===== src/hw/icl_pkg.sv =====
package icl_pkg;

    // register indices in the special purpose data space (one 8-bit word each)
    localparam logic [2:0] IDX_LOWVOLT_CONTROL   = 3'h0;
    localparam logic [2:0] IDX_PIN_EDGE_SELECT   = 3'h1;
    localparam logic [2:0] IDX_PRIMARY_IRQ_CTL_A = 3'h2;
    localparam logic [2:0] IDX_PRIMARY_IRQ_CTL_B = 3'h3;
    localparam logic [2:0] IDX_PRIMARY_IRQ_CTL_C = 3'h4;
    localparam logic [2:0] IDX_SHARED_IRQ_CTL_A  = 3'h5;
    localparam logic [2:0] IDX_SHARED_IRQ_CTL_B  = 3'h6;
    localparam int         NUM_REGS              = 7;

    // writable bits of each register, indexed as above
    localparam logic [7:0] WMASK_LOWVOLT   = 8'h1F;
    localparam logic [7:0] WMASK_EDGE      = 8'h0F;
    localparam logic [7:0] WMASK_PRIM_A    = 8'h7F;
    localparam logic [7:0] WMASK_PRIM_B    = 8'hFF;
    localparam logic [7:0] WMASK_PRIM_C    = 8'h22;
    localparam logic [7:0] WMASK_SHARED_A  = 8'hFF;
    localparam logic [7:0] WMASK_SHARED_B  = 8'h33;
    localparam logic [7:0] REG_RESET       = 8'h00;

    // lowvolt_control fields
    localparam int LV_THRESH_LSB   = 0;
    localparam int LV_BANDGAP_BIT  = 3;
    localparam int LV_ENABLE_BIT   = 4;
    localparam int LV_OUTFLAG_BIT  = 5;
    localparam logic [2:0] LV_THRESH_EXT_PIN = 3'h0;

    // pin_edge_select fields
    localparam int EDGE_A_LSB = 0;
    localparam int EDGE_B_LSB = 2;

    // edge select encoding
    localparam logic [1:0] EDGE_OFF     = 2'h0;
    localparam logic [1:0] EDGE_RISE    = 2'h1;
    localparam logic [1:0] EDGE_FALL    = 2'h2;
    localparam logic [1:0] EDGE_BOTH    = 2'h3;

    // primary_irq_ctl_a fields
    localparam int GIE_BIT        = 0;
    localparam int PIN_A_EN_BIT   = 1;
    localparam int PIN_B_EN_BIT   = 2;
    localparam int CONV_EN_BIT    = 3;
    localparam int PIN_A_FLAG_BIT = 4;
    localparam int PIN_B_FLAG_BIT = 5;
    localparam int CONV_FLAG_BIT  = 6;

    // primary_irq_ctl_b fields
    localparam int MF0_EN_BIT   = 0;
    localparam int MF1_EN_BIT   = 1;
    localparam int USIM_EN_BIT  = 2;
    localparam int TB0_EN_BIT   = 3;
    localparam int MF0_FLAG_BIT = 4;
    localparam int MF1_FLAG_BIT = 5;
    localparam int USIM_FLAG_BIT = 6;
    localparam int TB0_FLAG_BIT = 7;

    // primary_irq_ctl_c fields
    localparam int TB1_EN_BIT   = 1;
    localparam int TB1_FLAG_BIT = 5;

    // shared_irq_ctl_b fields
    localparam int LV_IRQ_EN_BIT   = 0;
    localparam int EE_IRQ_EN_BIT   = 1;
    localparam int LV_IRQ_FLAG_BIT = 4;
    localparam int EE_IRQ_FLAG_BIT = 5;

    // vectored sources, lowest number served first
    localparam logic [2:0] VEC_PIN_A = 3'h0;
    localparam logic [2:0] VEC_PIN_B = 3'h1;
    localparam logic [2:0] VEC_CONV  = 3'h2;
    localparam logic [2:0] VEC_MF0   = 3'h3;
    localparam logic [2:0] VEC_MF1   = 3'h4;
    localparam logic [2:0] VEC_USIM  = 3'h5;
    localparam logic [2:0] VEC_TB0   = 3'h6;
    localparam logic [2:0] VEC_TB1   = 3'h7;
    localparam int         NUM_VEC   = 8;

    // timing
    localparam int CLK_PERIOD_NS = 40;

endpackage : icl_pkg


===== src/hw/icl_pin_edge.sv =====
`timescale 1ns/1ps
module icl_pin_edge
    import icl_pkg::*;
(
    input  wire logic       clk_i,
    input  wire logic       sys_rst_i,
    input  wire logic       pin_i,
    input  wire logic [1:0] edge_sel_i,
    output logic            level_o,
    output logic            event_o
);
    logic meta_q;
    logic sync_q;
    logic prev_q;

    // two-stage synchroniser; only sync_q and its delayed copy prev_q feed logic
    always_ff @(posedge clk_i)
    begin
        if (sys_rst_i)
        begin
            meta_q <= 1'b0;
            sync_q <= 1'b0;
            prev_q <= 1'b0;
        end
        else
        begin
            meta_q <= pin_i;
            sync_q <= meta_q;
            prev_q <= sync_q;
        end
    end

    assign level_o = sync_q;

    // edge qualification by the two-bit select
    always_comb
    begin
        unique case (edge_sel_i)
            EDGE_OFF:  event_o = 1'b0;
            EDGE_RISE: event_o = sync_q & ~prev_q;
            EDGE_FALL: event_o = ~sync_q & prev_q;
            EDGE_BOTH: event_o = sync_q ^ prev_q;
        endcase
    end

endmodule : icl_pin_edge


===== src/hw/icl_top.sv =====
`timescale 1ns/1ps
module icl_top
    import icl_pkg::*;
#(
    parameter int LV_IRQ_DELAY_NS = 18000
)
(
    input  wire logic       clk_i,
    input  wire logic       sys_rst_i,
    input  wire logic [2:0] reg_idx_i,
    input  wire logic       reg_wr_i,
    input  wire logic [7:0] reg_wdata_i,
    output logic      [7:0] reg_rdata_o,
    input  wire logic       ext_pin_a_i,
    input  wire logic       ext_pin_b_i,
    input  wire logic       conv_done_i,
    input  wire logic       usim_event_i,
    input  wire logic       tb0_event_i,
    input  wire logic       tb1_event_i,
    input  wire logic [3:0] timer_match_i,
    input  wire logic       eeprom_event_i,
    input  wire logic       lowvolt_cmp_i,
    input  wire logic       lowvolt_reset_function_i,
    input  wire logic       sleep_i,
    input  wire logic       stack_full_i,
    input  wire logic       irq_ack_i,
    output logic            irq_req_o,
    output logic      [2:0] irq_vector_o,
    output logic            wake_o,
    output logic            lowvolt_enable_o,
    output logic            bandgap_out_enable_o,
    output logic      [2:0] lowvolt_threshold_sel_o,
    output logic            lowvolt_ext_sel_o
);
    localparam int LV_DELAY_CYC_RAW = (LV_IRQ_DELAY_NS + CLK_PERIOD_NS - 1) / CLK_PERIOD_NS;
    localparam int LV_DELAY_CYC     = (LV_DELAY_CYC_RAW < 1) ? 1 : LV_DELAY_CYC_RAW;
    localparam int LV_CNT_W         = $clog2(LV_DELAY_CYC + 1);
    localparam logic [LV_CNT_W-1:0] LV_CNT_MAX = LV_CNT_W'(LV_DELAY_CYC);

    localparam logic [7:0] WMASK [NUM_REGS] = '{WMASK_LOWVOLT, WMASK_EDGE, WMASK_PRIM_A,
                                                WMASK_PRIM_B, WMASK_PRIM_C, WMASK_SHARED_A,
                                                WMASK_SHARED_B};

    logic [7:0]          regs_q [NUM_REGS];
    logic [7:0]          set_vec [NUM_REGS];
    logic [7:0]          clr_vec [NUM_REGS];
    logic [1:0]          pin_event;
    logic [2:0]          pin_settle_q;
    logic                lv_cmp_sync;
    logic                lv_out_q;
    logic [LV_CNT_W-1:0] lv_cnt_q;
    logic                lv_armed_q;
    logic                lv_fire;
    logic [NUM_VEC-1:0]  pend;
    logic                any_pend;
    logic [2:0]          pick;
    logic                mf0_set;
    logic                mf1_set;
    logic [7:0]          prim_a;
    logic [7:0]          prim_b;
    logic [7:0]          prim_c;
    logic [7:0]          sh_b;
    logic [7:0]          lv_ctl;
    logic                lv_active;

    assign lv_ctl = regs_q[IDX_LOWVOLT_CONTROL];
    assign prim_a = regs_q[IDX_PRIMARY_IRQ_CTL_A];
    assign prim_b = regs_q[IDX_PRIMARY_IRQ_CTL_B];
    assign prim_c = regs_q[IDX_PRIMARY_IRQ_CTL_C];
    assign sh_b   = regs_q[IDX_SHARED_IRQ_CTL_B];

    // detector runs only when enabled and not asleep
    assign lv_active = lv_ctl[LV_ENABLE_BIT] & ~sleep_i;

    // external pins, synchronised and edge qualified
    genvar gp;
    generate
        for (gp = 0; gp < 2; gp++)
        begin : g_pin
            icl_pin_edge u_edge (
                .clk_i      (clk_i),
                .sys_rst_i  (sys_rst_i),
                .pin_i      ((gp == 0) ? ext_pin_a_i : ext_pin_b_i),
                .edge_sel_i (regs_q[IDX_PIN_EDGE_SELECT][2*gp +: 2]),
                .level_o    (),
                .event_o    (pin_event[gp])
            );
        end
    endgenerate

    // pins idle high behind pull-ups, so reset would fake a rising edge;
    // edges count only once synchroniser and edge stage hold real levels
    always_ff @(posedge clk_i)
    begin
        if (sys_rst_i)
            pin_settle_q <= 3'h0;
        else
            pin_settle_q <= {pin_settle_q[1:0], 1'b1};
    end

    // comparator level crosses in through the same synchroniser, edges unused
    icl_pin_edge u_lv_sync (
        .clk_i      (clk_i),
        .sys_rst_i  (sys_rst_i),
        .pin_i      (lowvolt_cmp_i),
        .edge_sel_i (EDGE_OFF),
        .level_o    (lv_cmp_sync),
        .event_o    ()
    );

    // output flag follows the comparator while active, reads low when off
    always_ff @(posedge clk_i)
    begin
        if (sys_rst_i)
            lv_out_q <= 1'b0;
        else
            lv_out_q <= lv_active & lv_cmp_sync;
    end

    // delay counter restarts on every drop so chatter cannot fire early
    always_ff @(posedge clk_i)
    begin
        if (sys_rst_i)
        begin
            lv_cnt_q   <= '0;
            lv_armed_q <= 1'b1;
        end
        else if (!lv_out_q)
        begin
            lv_cnt_q   <= '0;
            lv_armed_q <= 1'b1;
        end
        else if (lv_armed_q)
        begin
            if (lv_cnt_q == LV_CNT_MAX - 1'b1)
                lv_armed_q <= 1'b0; // one flag per low-voltage episode
            lv_cnt_q <= lv_cnt_q + 1'b1;
        end
    end

    assign lv_fire = lv_armed_q & lv_out_q & (lv_cnt_q == LV_CNT_MAX - 1'b1);

    // multi-function summaries: any enabled sub-source sets the shared flag
    assign mf0_set = |(regs_q[IDX_SHARED_IRQ_CTL_A][7:4] & regs_q[IDX_SHARED_IRQ_CTL_A][3:0]);
    assign mf1_set = |(sh_b[5:4] & sh_b[1:0]);

    // hardware set and acknowledge clear per register
    always_comb
    begin
        for (int i = 0; i < NUM_REGS; i++)
        begin
            set_vec[i] = 8'h00;
            clr_vec[i] = 8'h00;
        end
        set_vec[IDX_PRIMARY_IRQ_CTL_A][PIN_A_FLAG_BIT] = pin_event[0] & pin_settle_q[2];
        set_vec[IDX_PRIMARY_IRQ_CTL_A][PIN_B_FLAG_BIT] = pin_event[1] & pin_settle_q[2];
        set_vec[IDX_PRIMARY_IRQ_CTL_A][CONV_FLAG_BIT]  = conv_done_i;
        set_vec[IDX_PRIMARY_IRQ_CTL_B][MF0_FLAG_BIT]   = mf0_set;
        set_vec[IDX_PRIMARY_IRQ_CTL_B][MF1_FLAG_BIT]   = mf1_set;
        set_vec[IDX_PRIMARY_IRQ_CTL_B][USIM_FLAG_BIT]  = usim_event_i;
        set_vec[IDX_PRIMARY_IRQ_CTL_B][TB0_FLAG_BIT]   = tb0_event_i;
        set_vec[IDX_PRIMARY_IRQ_CTL_C][TB1_FLAG_BIT]   = tb1_event_i;
        set_vec[IDX_SHARED_IRQ_CTL_A][7:4]             = timer_match_i;
        set_vec[IDX_SHARED_IRQ_CTL_B][EE_IRQ_FLAG_BIT] = eeprom_event_i;
        set_vec[IDX_SHARED_IRQ_CTL_B][LV_IRQ_FLAG_BIT] = lv_fire;
        if (irq_ack_i)
        begin
            clr_vec[IDX_PRIMARY_IRQ_CTL_A][GIE_BIT] = 1'b1;
            unique case (irq_vector_o)
                VEC_PIN_A: clr_vec[IDX_PRIMARY_IRQ_CTL_A][PIN_A_FLAG_BIT] = 1'b1;
                VEC_PIN_B: clr_vec[IDX_PRIMARY_IRQ_CTL_A][PIN_B_FLAG_BIT] = 1'b1;
                VEC_CONV:  clr_vec[IDX_PRIMARY_IRQ_CTL_A][CONV_FLAG_BIT]  = 1'b1;
                VEC_MF0:   clr_vec[IDX_PRIMARY_IRQ_CTL_B][MF0_FLAG_BIT]   = 1'b1;
                VEC_MF1:   clr_vec[IDX_PRIMARY_IRQ_CTL_B][MF1_FLAG_BIT]   = 1'b1;
                VEC_USIM:  clr_vec[IDX_PRIMARY_IRQ_CTL_B][USIM_FLAG_BIT]  = 1'b1;
                VEC_TB0:   clr_vec[IDX_PRIMARY_IRQ_CTL_B][TB0_FLAG_BIT]   = 1'b1;
                VEC_TB1:   clr_vec[IDX_PRIMARY_IRQ_CTL_C][TB1_FLAG_BIT]   = 1'b1;
            endcase
        end
    end

    // register file: software write, then ack clear, then hardware set wins
    genvar gr;
    generate
        for (gr = 0; gr < NUM_REGS; gr++)
        begin : g_reg
            always_ff @(posedge clk_i)
            begin
                if (sys_rst_i)
                    regs_q[gr] <= REG_RESET;
                else if (reg_wr_i && reg_idx_i == 3'(gr))
                    regs_q[gr] <= ((reg_wdata_i & ~clr_vec[gr]) | set_vec[gr]) & WMASK[gr];
                else
                    regs_q[gr] <= ((regs_q[gr] & ~clr_vec[gr]) | set_vec[gr]) & WMASK[gr];
            end
        end
    endgenerate

    // pending vectored sources: flag and its enable
    assign pend[VEC_PIN_A] = prim_a[PIN_A_FLAG_BIT] & prim_a[PIN_A_EN_BIT];
    assign pend[VEC_PIN_B] = prim_a[PIN_B_FLAG_BIT] & prim_a[PIN_B_EN_BIT];
    assign pend[VEC_CONV]  = prim_a[CONV_FLAG_BIT]  & prim_a[CONV_EN_BIT];
    assign pend[VEC_MF0]   = prim_b[MF0_FLAG_BIT]   & prim_b[MF0_EN_BIT];
    assign pend[VEC_MF1]   = prim_b[MF1_FLAG_BIT]   & prim_b[MF1_EN_BIT];
    assign pend[VEC_USIM]  = prim_b[USIM_FLAG_BIT]  & prim_b[USIM_EN_BIT];
    assign pend[VEC_TB0]   = prim_b[TB0_FLAG_BIT]   & prim_b[TB0_EN_BIT];
    assign pend[VEC_TB1]   = prim_c[TB1_FLAG_BIT]   & prim_c[TB1_EN_BIT];
    assign any_pend        = |pend;

    // lowest pending number is offered first
    always_comb
    begin
        pick = 3'h0;
        for (int v = NUM_VEC - 1; v >= 0; v--)
        begin
            if (pend[v])
                pick = 3'(v);
        end
    end

    // request gated by global enable; dropped the cycle after an ack
    always_ff @(posedge clk_i)
    begin
        if (sys_rst_i)
        begin
            irq_req_o    <= 1'b0;
            irq_vector_o <= 3'h0;
        end
        else
        begin
            irq_req_o    <= any_pend & prim_a[GIE_BIT] & ~stack_full_i & ~irq_ack_i;
            irq_vector_o <= pick;
        end
    end

    // any set flag wakes the core, enabled or not
    always_ff @(posedge clk_i)
    begin
        if (sys_rst_i)
            wake_o <= 1'b0;
        else
            wake_o <= |{prim_a[6:4], prim_b[7:4], prim_c[TB1_FLAG_BIT],
                        regs_q[IDX_SHARED_IRQ_CTL_A][7:4], sh_b[5:4]};
    end

    // analog-side controls
    always_ff @(posedge clk_i)
    begin
        if (sys_rst_i)
        begin
            lowvolt_enable_o        <= 1'b0;
            bandgap_out_enable_o    <= 1'b0;
            lowvolt_threshold_sel_o <= 3'h0;
            lowvolt_ext_sel_o       <= 1'b0;
        end
        else
        begin
            lowvolt_enable_o        <= lv_active;
            bandgap_out_enable_o    <= lv_ctl[LV_BANDGAP_BIT] | lv_active
                                       | lowvolt_reset_function_i;
            lowvolt_threshold_sel_o <= lv_ctl[LV_THRESH_LSB +: 3];
            lowvolt_ext_sel_o       <= lv_ctl[LV_THRESH_LSB +: 3] == LV_THRESH_EXT_PIN;
        end
    end

    // read data one cycle after the index; unimplemented bits read zero
    always_ff @(posedge clk_i)
    begin
        if (sys_rst_i)
            reg_rdata_o <= 8'h00;
        else if (reg_idx_i == IDX_LOWVOLT_CONTROL)
            reg_rdata_o <= {2'b00, lv_out_q, lv_ctl[4:0]};
        else if (reg_idx_i < 3'(NUM_REGS))
            reg_rdata_o <= regs_q[reg_idx_i];
        else
            reg_rdata_o <= 8'h00;
    end

endmodule : icl_top


===== config.mk =====
export PLATFORM = sky130hd
export DESIGN_NAME = icl_top
export DESIGN_NICKNAME = d
export VERILOG_FILES = /design/src/hw/icl_pkg.sv /design/src/hw/icl_pin_edge.sv /design/src/hw/icl_top.sv
export SDC_FILE = /design/constraint.sdc
export NUM_CORES = 1
export LEC_CHECK = 0
export ABC_AREA = 1
export BUFFER_PORTS_ARGS = -buffer_cell sky130_fd_sc_hd__buf_2
export CAP_MARGIN = 20
export CELL_PAD_IN_SITES_DETAIL_PLACEMENT = 1
export CELL_PAD_IN_SITES_GLOBAL_PLACEMENT = 2
export CORE_MARGIN = 5
export CORE_UTILIZATION = 38
export CTS_BUF_LIST = sky130_fd_sc_hd__clkbuf_2
export CTS_CLUSTER_DIAMETER = 30
export DETAILED_ROUTE_END_ITERATION = 7
export PLACE_DENSITY_LB_ADDON = 0.1
export SYNTH_ARGS = -nofsm -noshare
export SYNTH_HDL_FRONTEND = slang
export SYNTH_SLANG_ARGS = --single-unit

===== constraint.sdc =====
create_clock -name clk_i -period 1.8 [get_ports clk_i]
set_input_delay 0 -clock clk_i [delete_from_list [all_inputs] [get_ports clk_i]]
set_output_delay 0 -clock clk_i [all_outputs]
set_load 0.05 [all_outputs]

==> impl_metrics.py, run 1 <==
metrics = {
    "grt": {
        "grt_max_degree": 27,
        "antenna_found_initial": 0,
        "track_usage": 0.204,
        "overflow": 0,
        "grt_first_pass_wirelength_mm": 18.3,
        "grt_pass1_vias": 3626,
    },
    "routing": {
        "viasPerCell": 4.75,
        "routed_wl_mm": 11.3,
        "routed-wl-met3_um": 535,
        "drc": 0,
        "ant_nets": 0,
        "num_vias": 3448,
        "post_drt_wl_per_cell_um": 15.5,
        "wl_met2_mm": 5.54,
        "drt-met1-wl_mm": 5.05,
        "first_pass_iters": 4,
        "drtIter0Drc": 99,
        "route.top_layer_used": "met4",
    },
    "logic_synthesis": {
        "yosysUniqueCellTypes": 35,
        "netlist_instances": 475,
        "yosysSeqAreaShare": 0.516,
        "synth_largest_area_cell": "edfxtp_1",
        "async_flop_share": 0,
        "synth_top_area_share": 0.300,
        "postSynthAreaPerCell_um2": 8.00,
        "synth-main-ff-cell": "dfxtp_1",
        "synth_area_leaders": "edfxtp_1 (30%), dfxtp_1 (22%), nand2_1 (12%)",
        "ys_warn_count": 0,
        "synth_area_um2": 3800,
        "synth_edf_count": 38,
        "ys_seq_elements": 79,
    },
    "job": {
        "maxCapViolations": 0,
    },
    "pwr": {
        "power.leakage_nw": 2.24,
        "vdd_drop_max_mv": 0.419,
        "total_power_mw": 3.52,
        "p_per_area_nw_per_um2": 737,
    },
    "finish": {
        "area_growth_pct": 25.6,
        "nets": 624,
        "drive_gt1_frac": 0.175,
        "diodes": 0,
        "fin_cells": 726,
        "utilization": 0.488,
        "fill_cells": 1253,
    },
    "floorplan": {
        "die_w_um": 110,
        "ios": 49,
        "design.die.area_um2": 12100,
        "start_util": 0.389,
        "rows": 36,
        "core_area_um2": 9770,
        "dieHeight_um": 110,
    },
    "sta": {
        "hold_violations": 0,
        "final_max_slew_viol_count": 0,
        "finClkSkew_ns": 0.0304,
        "tightest_slew_ns": 0.719,
        "period_share": 0.942,
        "fin_crit_ns": 1.70,
        "setup_tns_ns": 0,
        "relSlewSlack": 0.516,
        "fmax_ghz": 0.590,
        "rsz0062_at_grt": "no",
        "finalSetupViolations": 0,
        "setup_ws_ns": 0.105,
    },
    "setup_path": {
        "path_delay_family": "buffers and inverters",
        "critical_path.max_stage_delay_ns": 0.68,
        "slowest_stage": "dlygate4sd3_1",
        "startpoint_type": "input port",
        "required_ns": 2.29,
        "cp_cell_sequence": "dlygate4sd3_1 -> buf_2 -> inv_2 -> nand2_4 -> nor2_4 -> dlygate4sd3_1 -> clkinv_2 -> nand3_2 -> inv_2 -> nand3_1 -> nand2_1",
        "crit_type": "in2reg",
        "crit_arrival_ns": 2.19,
        "end_kind": "register",
        "cp_max_fo": 7,
        "crit_buf_inv": 6,
    },
    "clock_tree": {
        "clk_path_buf_depth": 2,
        "worstSkewPairLatency_ns": 0.58,
        "cts_root_buf": "clkbuf_2",
        "postCtsSetupBuffers": 0,
        "cts_tree": "done",
        "clkTransAtPathRegs_ns": 0.24,
        "htreeDepth": 3,
        "cts_made_buffers": 9,
        "cts.sinks": 79,
    },
    "place": {
        "gp_congestion": 0.842,
        "dp_hpwl_mm": 8.57,
        "post-place-ws_ns": 0.388,
        "dp_cells": 667,
        "io_buffers": 48,
    },
    "run_status": {
        "outcome": "finished clean",
    },
    "min_path": {
        "hp-class": "in2reg",
    },
}
[stage by stage]
step,hold WS (ns),instance area [um2]
after global routing,0.176,4770
final,0.217,4770
after detailed placement,0.210,4240
after floorplan,0.107,3850
after CTS,0.131,4770
after global placement,0.200,4240
[layout make-up]
class / count / area, um2 / share of cell area
Clock buffer: 10 / 50.0 / 0.0105
Clock inverter: 6 / 46.3 / 0.00970
Inverter: 75 / 289 / 0.0606
Multi-Input combinational cell: 330 / 1570 / 0.329
Sequential cell: 79 / 1960 / 0.412
Tap cell: 133 / 166 / 0.0349
Timing Repair Buffer: 93 / 686 / 0.144
[Yosys cell counts (2+ instances only)]
cell type	count
nand3_2	3
dfxtp_1	41
inv_4	2
o211ai_1	2
nor3_1	6
nor2_1	69
nand2_4	3
inv_2	8
ha_1	6
a31oi_1	2
o21ai_0	24
nand3b_1	3
nand2_1	119
a21oi_1	22
o22ai_1	2
o21ai_1	2
buf_4	2
nor2_2	2
nor2_4	6
clkinv_2	2
clkbuf_1	2
inv_1	63
nand2_2	6
nand3_1	30
edfxtp_1	38
[cell families after synthesis]
family | Yosys count | synth area share
compound gates | 58 | 0.0846
buf+inv | 80 | 0.0849
fa+ha+maj | 6 | 0.0197
flops | 79 | 0.516
simple gates | 251 | 0.294
other cells | 1 | 0.000987
[layout by cell type (no fill, tap or decap), types with 3 or more instances in the layout]
master,instances
nor2_4,6
nand2_4,3
clkbuf_2,10
nand3_2,3
nor2_2,3
nand2_1,119
nor2_1,68
dlygate4sd3_1,43
nand3b_1,3
dfxtp_1,39
nand2_2,6
edfxtp_1,38
ha_1,6
inv_1,63
conb_1,15
nor3_1,6
a21oi_1,22
inv_2,8
nand3_1,30
clkinv_2,3
o21ai_0,24
buf_2,48
[path summary, 6_finish.rpt]
kind	endpoint	startpoint	slack (ns)	cells past startpoint
worst max-delay path	reg_rdata_o[1]$_SDFF_PP0_	reg_idx_i[1]	0.10	11
worst min-delay path	pin_settle_q[0]$_DFF_P_	sys_rst_i	0.22	3
worst min register to register	g_pin[0].u_edge.level_o$_SDFF_PP0_	g_pin[0].u_edge.meta_q$_SDFF_PP0_	0.42	2
worst max register to register	regs_q[2][6]$_DFFE_PP_	irq_vector_o[2]$_SDFF_PP0_	0.14	5
[where the power goes]
group          switching, mW  internal [mW]
logic                  0.386          0.204
clock network          0.670          0.194
registers             0.0709           1.99
total                   1.13           2.39
[routing by layer]
metal	up-vias	track usage
met5	-	0
met4	0	0.0614
met3	10	0.0448
met2	62	0.355
met1	1646	0.253
li1	1730	-
[tightest hold or removal path, stage by stage]
cell and delay, ns:
dlygate4sd3_1 0.52, buf_2 0.13, inv_4 0.10
[repair_timing]
| item | 4_1_cts | 5_1_grt |
|---|---|---|
| setup endpoints to repair | 0 | 3 |
| hold buffers | 43 | 0 |
| endpoints found under the hold margin | 87 | 0 |
| gates resized for setup | 0 | 3 |
[flip-flops by register name, summed over array words and instances, names as in the netlist, 2 cells and up]
signal and cells:
lowvolt_threshold_sel_o 3, irq_vector_o 3, pin_settle_q 3, lv_cnt_q 9, reg_rdata_o 8, regs_q 38
g_pin.u_edge.meta_q 2, g_pin.u_edge.prev_q 2, g_pin.u_edge.level_o 2
Power figures use the tool's default switching activity.
==> inputs of run 2 (changes only) <==
CORE_ASPECT_RATIO = 1.5   (was not set)
==> run 2 against run 1 <==
Against the previous run: combinational power fell by 1%; global-route usage shrank 0.18 points; fmax about the same; routed wire length up 3.8%; sequential cell count is the same; total power is 2.7% higher; final area up 0.24%; critical path type unchanged; largest cell class unchanged; count of clock-buffer cells in the layout is 1 lower.
==> impl_metrics.py, run 2 (synthesis gave the netlist of run 1 again) <==
metrics = {
    "clock_tree": {
        "cts_made_buffers": 9,
        "postCtsSetupBuffers": 0,
        "clkTransAtPathRegs_ns": 0.30,
        "clk_path_buf_depth": 2,
        "htreeDepth": 3,
        "worstSkewPairLatency_ns": 0.62,
        "cts_root_buf": "clkbuf_2",
        "cts.sinks": 79,
        "cts_tree": "done",
    },
    "finish": {
        "drive_gt1_frac": 0.176,
        "design_area_um2": 4780,
        "utilization": 0.491,
        "fill_cells": 1275,
        "area_growth_pct": 25.9,
        "multi_input_area_um2": 1570,
        "final_cell_mix": "nand2_1 (119), nor2_1 (68), inv_1 (63)",
        "regArea_um2": 1960,
        "final_common_cell": "nand2_1",
        "largest_reg_flops": 38,
        "top_register": "regs_q",
        "fin_cells": 711,
        "nets": 626,
        "reg_top3": "regs_q (38), lv_cnt_q (9), reg_rdata_o (8)",
    },
    "grt": {
        "overflow": 0,
        "grt_pass1_vias": 3764,
        "grt_max_degree": 19,
        "antenna_found_initial": 1,
        "track_usage": 0.203,
        "grt_first_pass_wirelength_mm": 18.8,
    },
    "pwr": {
        "total_power_mw": 3.61,
        "vdd_drop_max_mv": 0.391,
        "power.leakage_nw": 2.25,
        "p_per_area_nw_per_um2": 755,
    },
    "routing": {
        "drc": 0,
        "drtIter0Drc": 124,
        "ant_nets": 0,
        "num_vias": 3474,
        "routed_wl_mm": 11.7,
        "first_pass_iters": 4,
        "viasPerCell": 4.89,
        "post_drt_wl_per_cell_um": 16.5,
    },
    "setup_path": {
        "critical_path.max_stage_delay_ns": 0.57,
        "end_kind": "register",
        "required_ns": 2.27,
        "slowest_stage": "dlygate4sd3_1",
        "r2r_slack_ns": 0.16,
        "cp_max_fo": 11,
        "crit_buf_inv": 4,
        "crit_type": "in2reg",
        "startpoint_type": "input port",
        "path_delay_family": "buffers and inverters",
        "cp_cell_sequence": "dlygate4sd3_1 -> buf_2 -> inv_2 -> nand2_2 -> nor2_4 -> nand2_2 -> o31ai_2 -> dlygate4sd3_1",
        "crit_arrival_ns": 2.16,
        "r2r_end": "regs_q[3][7]$_DFFE_PP_",
        "reg2reg_depth": 6,
        "timing.rr.start": "irq_vector_o[1]$_SDFF_PP0_",
    },
    "place": {
        "io_buffers": 48,
        "gp_congestion": 0.839,
        "post-place-ws_ns": 0.353,
        "dp_hpwl_mm": 8.94,
        "dp_cells": 650,
        "postPlaceCellArea_um2": 4230,
    },
    "sta": {
        "final_max_slew_viol_count": 0,
        "setup_tns_ns": 0,
        "finClkSkew_ns": 0.0483,
        "period_share": 0.942,
        "whs_ns": 0.167,
        "tightest_slew_ns": 0.573,
        "fin_crit_ns": 1.70,
        "hold_violations": 0,
        "relSlewSlack": 0.614,
        "rsz0062_at_grt": "no",
        "fmax_ghz": 0.590,
        "finalSetupViolations": 0,
        "setup_ws_ns": 0.104,
    },
    "job": {
        "maxCapViolations": 0,
    },
    "floorplan": {
        "ios": 49,
        "core_area_um2": 9740,
        "rows": 44,
        "start_util": 0.390,
        "die_w_um": 91.7,
        "dieHeight_um": 132,
        "design.die.area_um2": 12100,
    },
    "min_path": {
        "whs_path_depth": 3,
        "worstHoldEndpoint": "u_lv_sync.level_o$_SDFF_PP0_",
        "min_from": "sys_rst_i",
        "hp-class": "in2reg",
    },
    "run_status": {
        "outcome": "finished clean",
    },
}
## run 2: changes by cell type in the layout (fill, tap and decap cells not counted), sizes merged
cell | previous run | this run
buf | 50 | 51
clkbuf | 10 | 9
clkinv | 5 | 4
clkinvlp | 2 | 1
diode | 0 | 1
dlygate4sd3 | 43 | 44
inv | 74 | 77
## run 2: worst reg2reg max path, delay by kind of cell (launching register included)
kind            cells  cell delay, ns
simple gates        2            0.20
buf+inv             2            0.63
compound gates      2            0.19
flops               1            0.41
## run 2: what timing repair did
action / CTS / global route
resized for setup: 0 / 3
hold buffers: 44 / 0
endpoints found under the setup margin: 0 / 2
hold endpoints to repair: 76 / 0
## run 2: metal layers
metal / wire length [um] / vias up / GRT usage
met5: 0 / - / 0
met4: 292 / 0 / 0.0789
met3: 342 / 20 / 0.0415
met2: 6600 / 54 / 0.391
met1: 4470 / 1671 / 0.208
li1: - / 1729 / -
## run 2: area by class of cell
type | instances | area share
Antenna cell | 1 | 0.000523
Tap cell | 115 | 0.0301
Timing Repair Buffer | 95 | 0.147
Multi-Input combinational cell | 330 | 0.328
Inverter | 75 | 0.0604
Sequential cell | 79 | 0.411
Clock buffer | 9 | 0.00941
Clock inverter | 7 | 0.0136
## run 2: worst max-delay path by stage
| stage | start | end | slack (ns) | cells after the start |
|---|---|---|---|---|
| floorplan | irq_vector_o[0]$_SDFF_PP0_ | regs_q[2][5]$_DFFE_PP_ | 0.36 | 7 |
| global placement | g_pin[0].u_edge.prev_q$_SDFF_PP0_ | regs_q[2][4]$_DFFE_PP_ | 0.43 | 8 |
| detailed placement | g_pin[0].u_edge.prev_q$_SDFF_PP0_ | regs_q[2][4]$_DFFE_PP_ | 0.35 | 8 |
| CTS | irq_vector_o[1]$_SDFF_PP0_ | regs_q[3][7]$_DFFE_PP_ | 0.08 | 6 |
| global route | irq_vector_o[1]$_SDFF_PP0_ | regs_q[3][7]$_DFFE_PP_ | 0.04 | 6 |
| finish | reg_idx_i[2] | regs_q[2][0]$_DFFE_PP_ | 0.10 | 8 |
## run 2: power breakdown
| group | leakage, nW | internal, mW | total (mW) | switching, mW |
|---|---|---|---|---|
| Clock | 0.0669 | 0.218 | 0.959 | 0.741 |
| Sequential | 0.711 | 1.99 | 2.07 | 0.0753 |
| Combinational | 1.47 | 0.202 | 0.583 | 0.381 |
| Total | 2.25 | 2.41 | 3.61 | 1.20 |
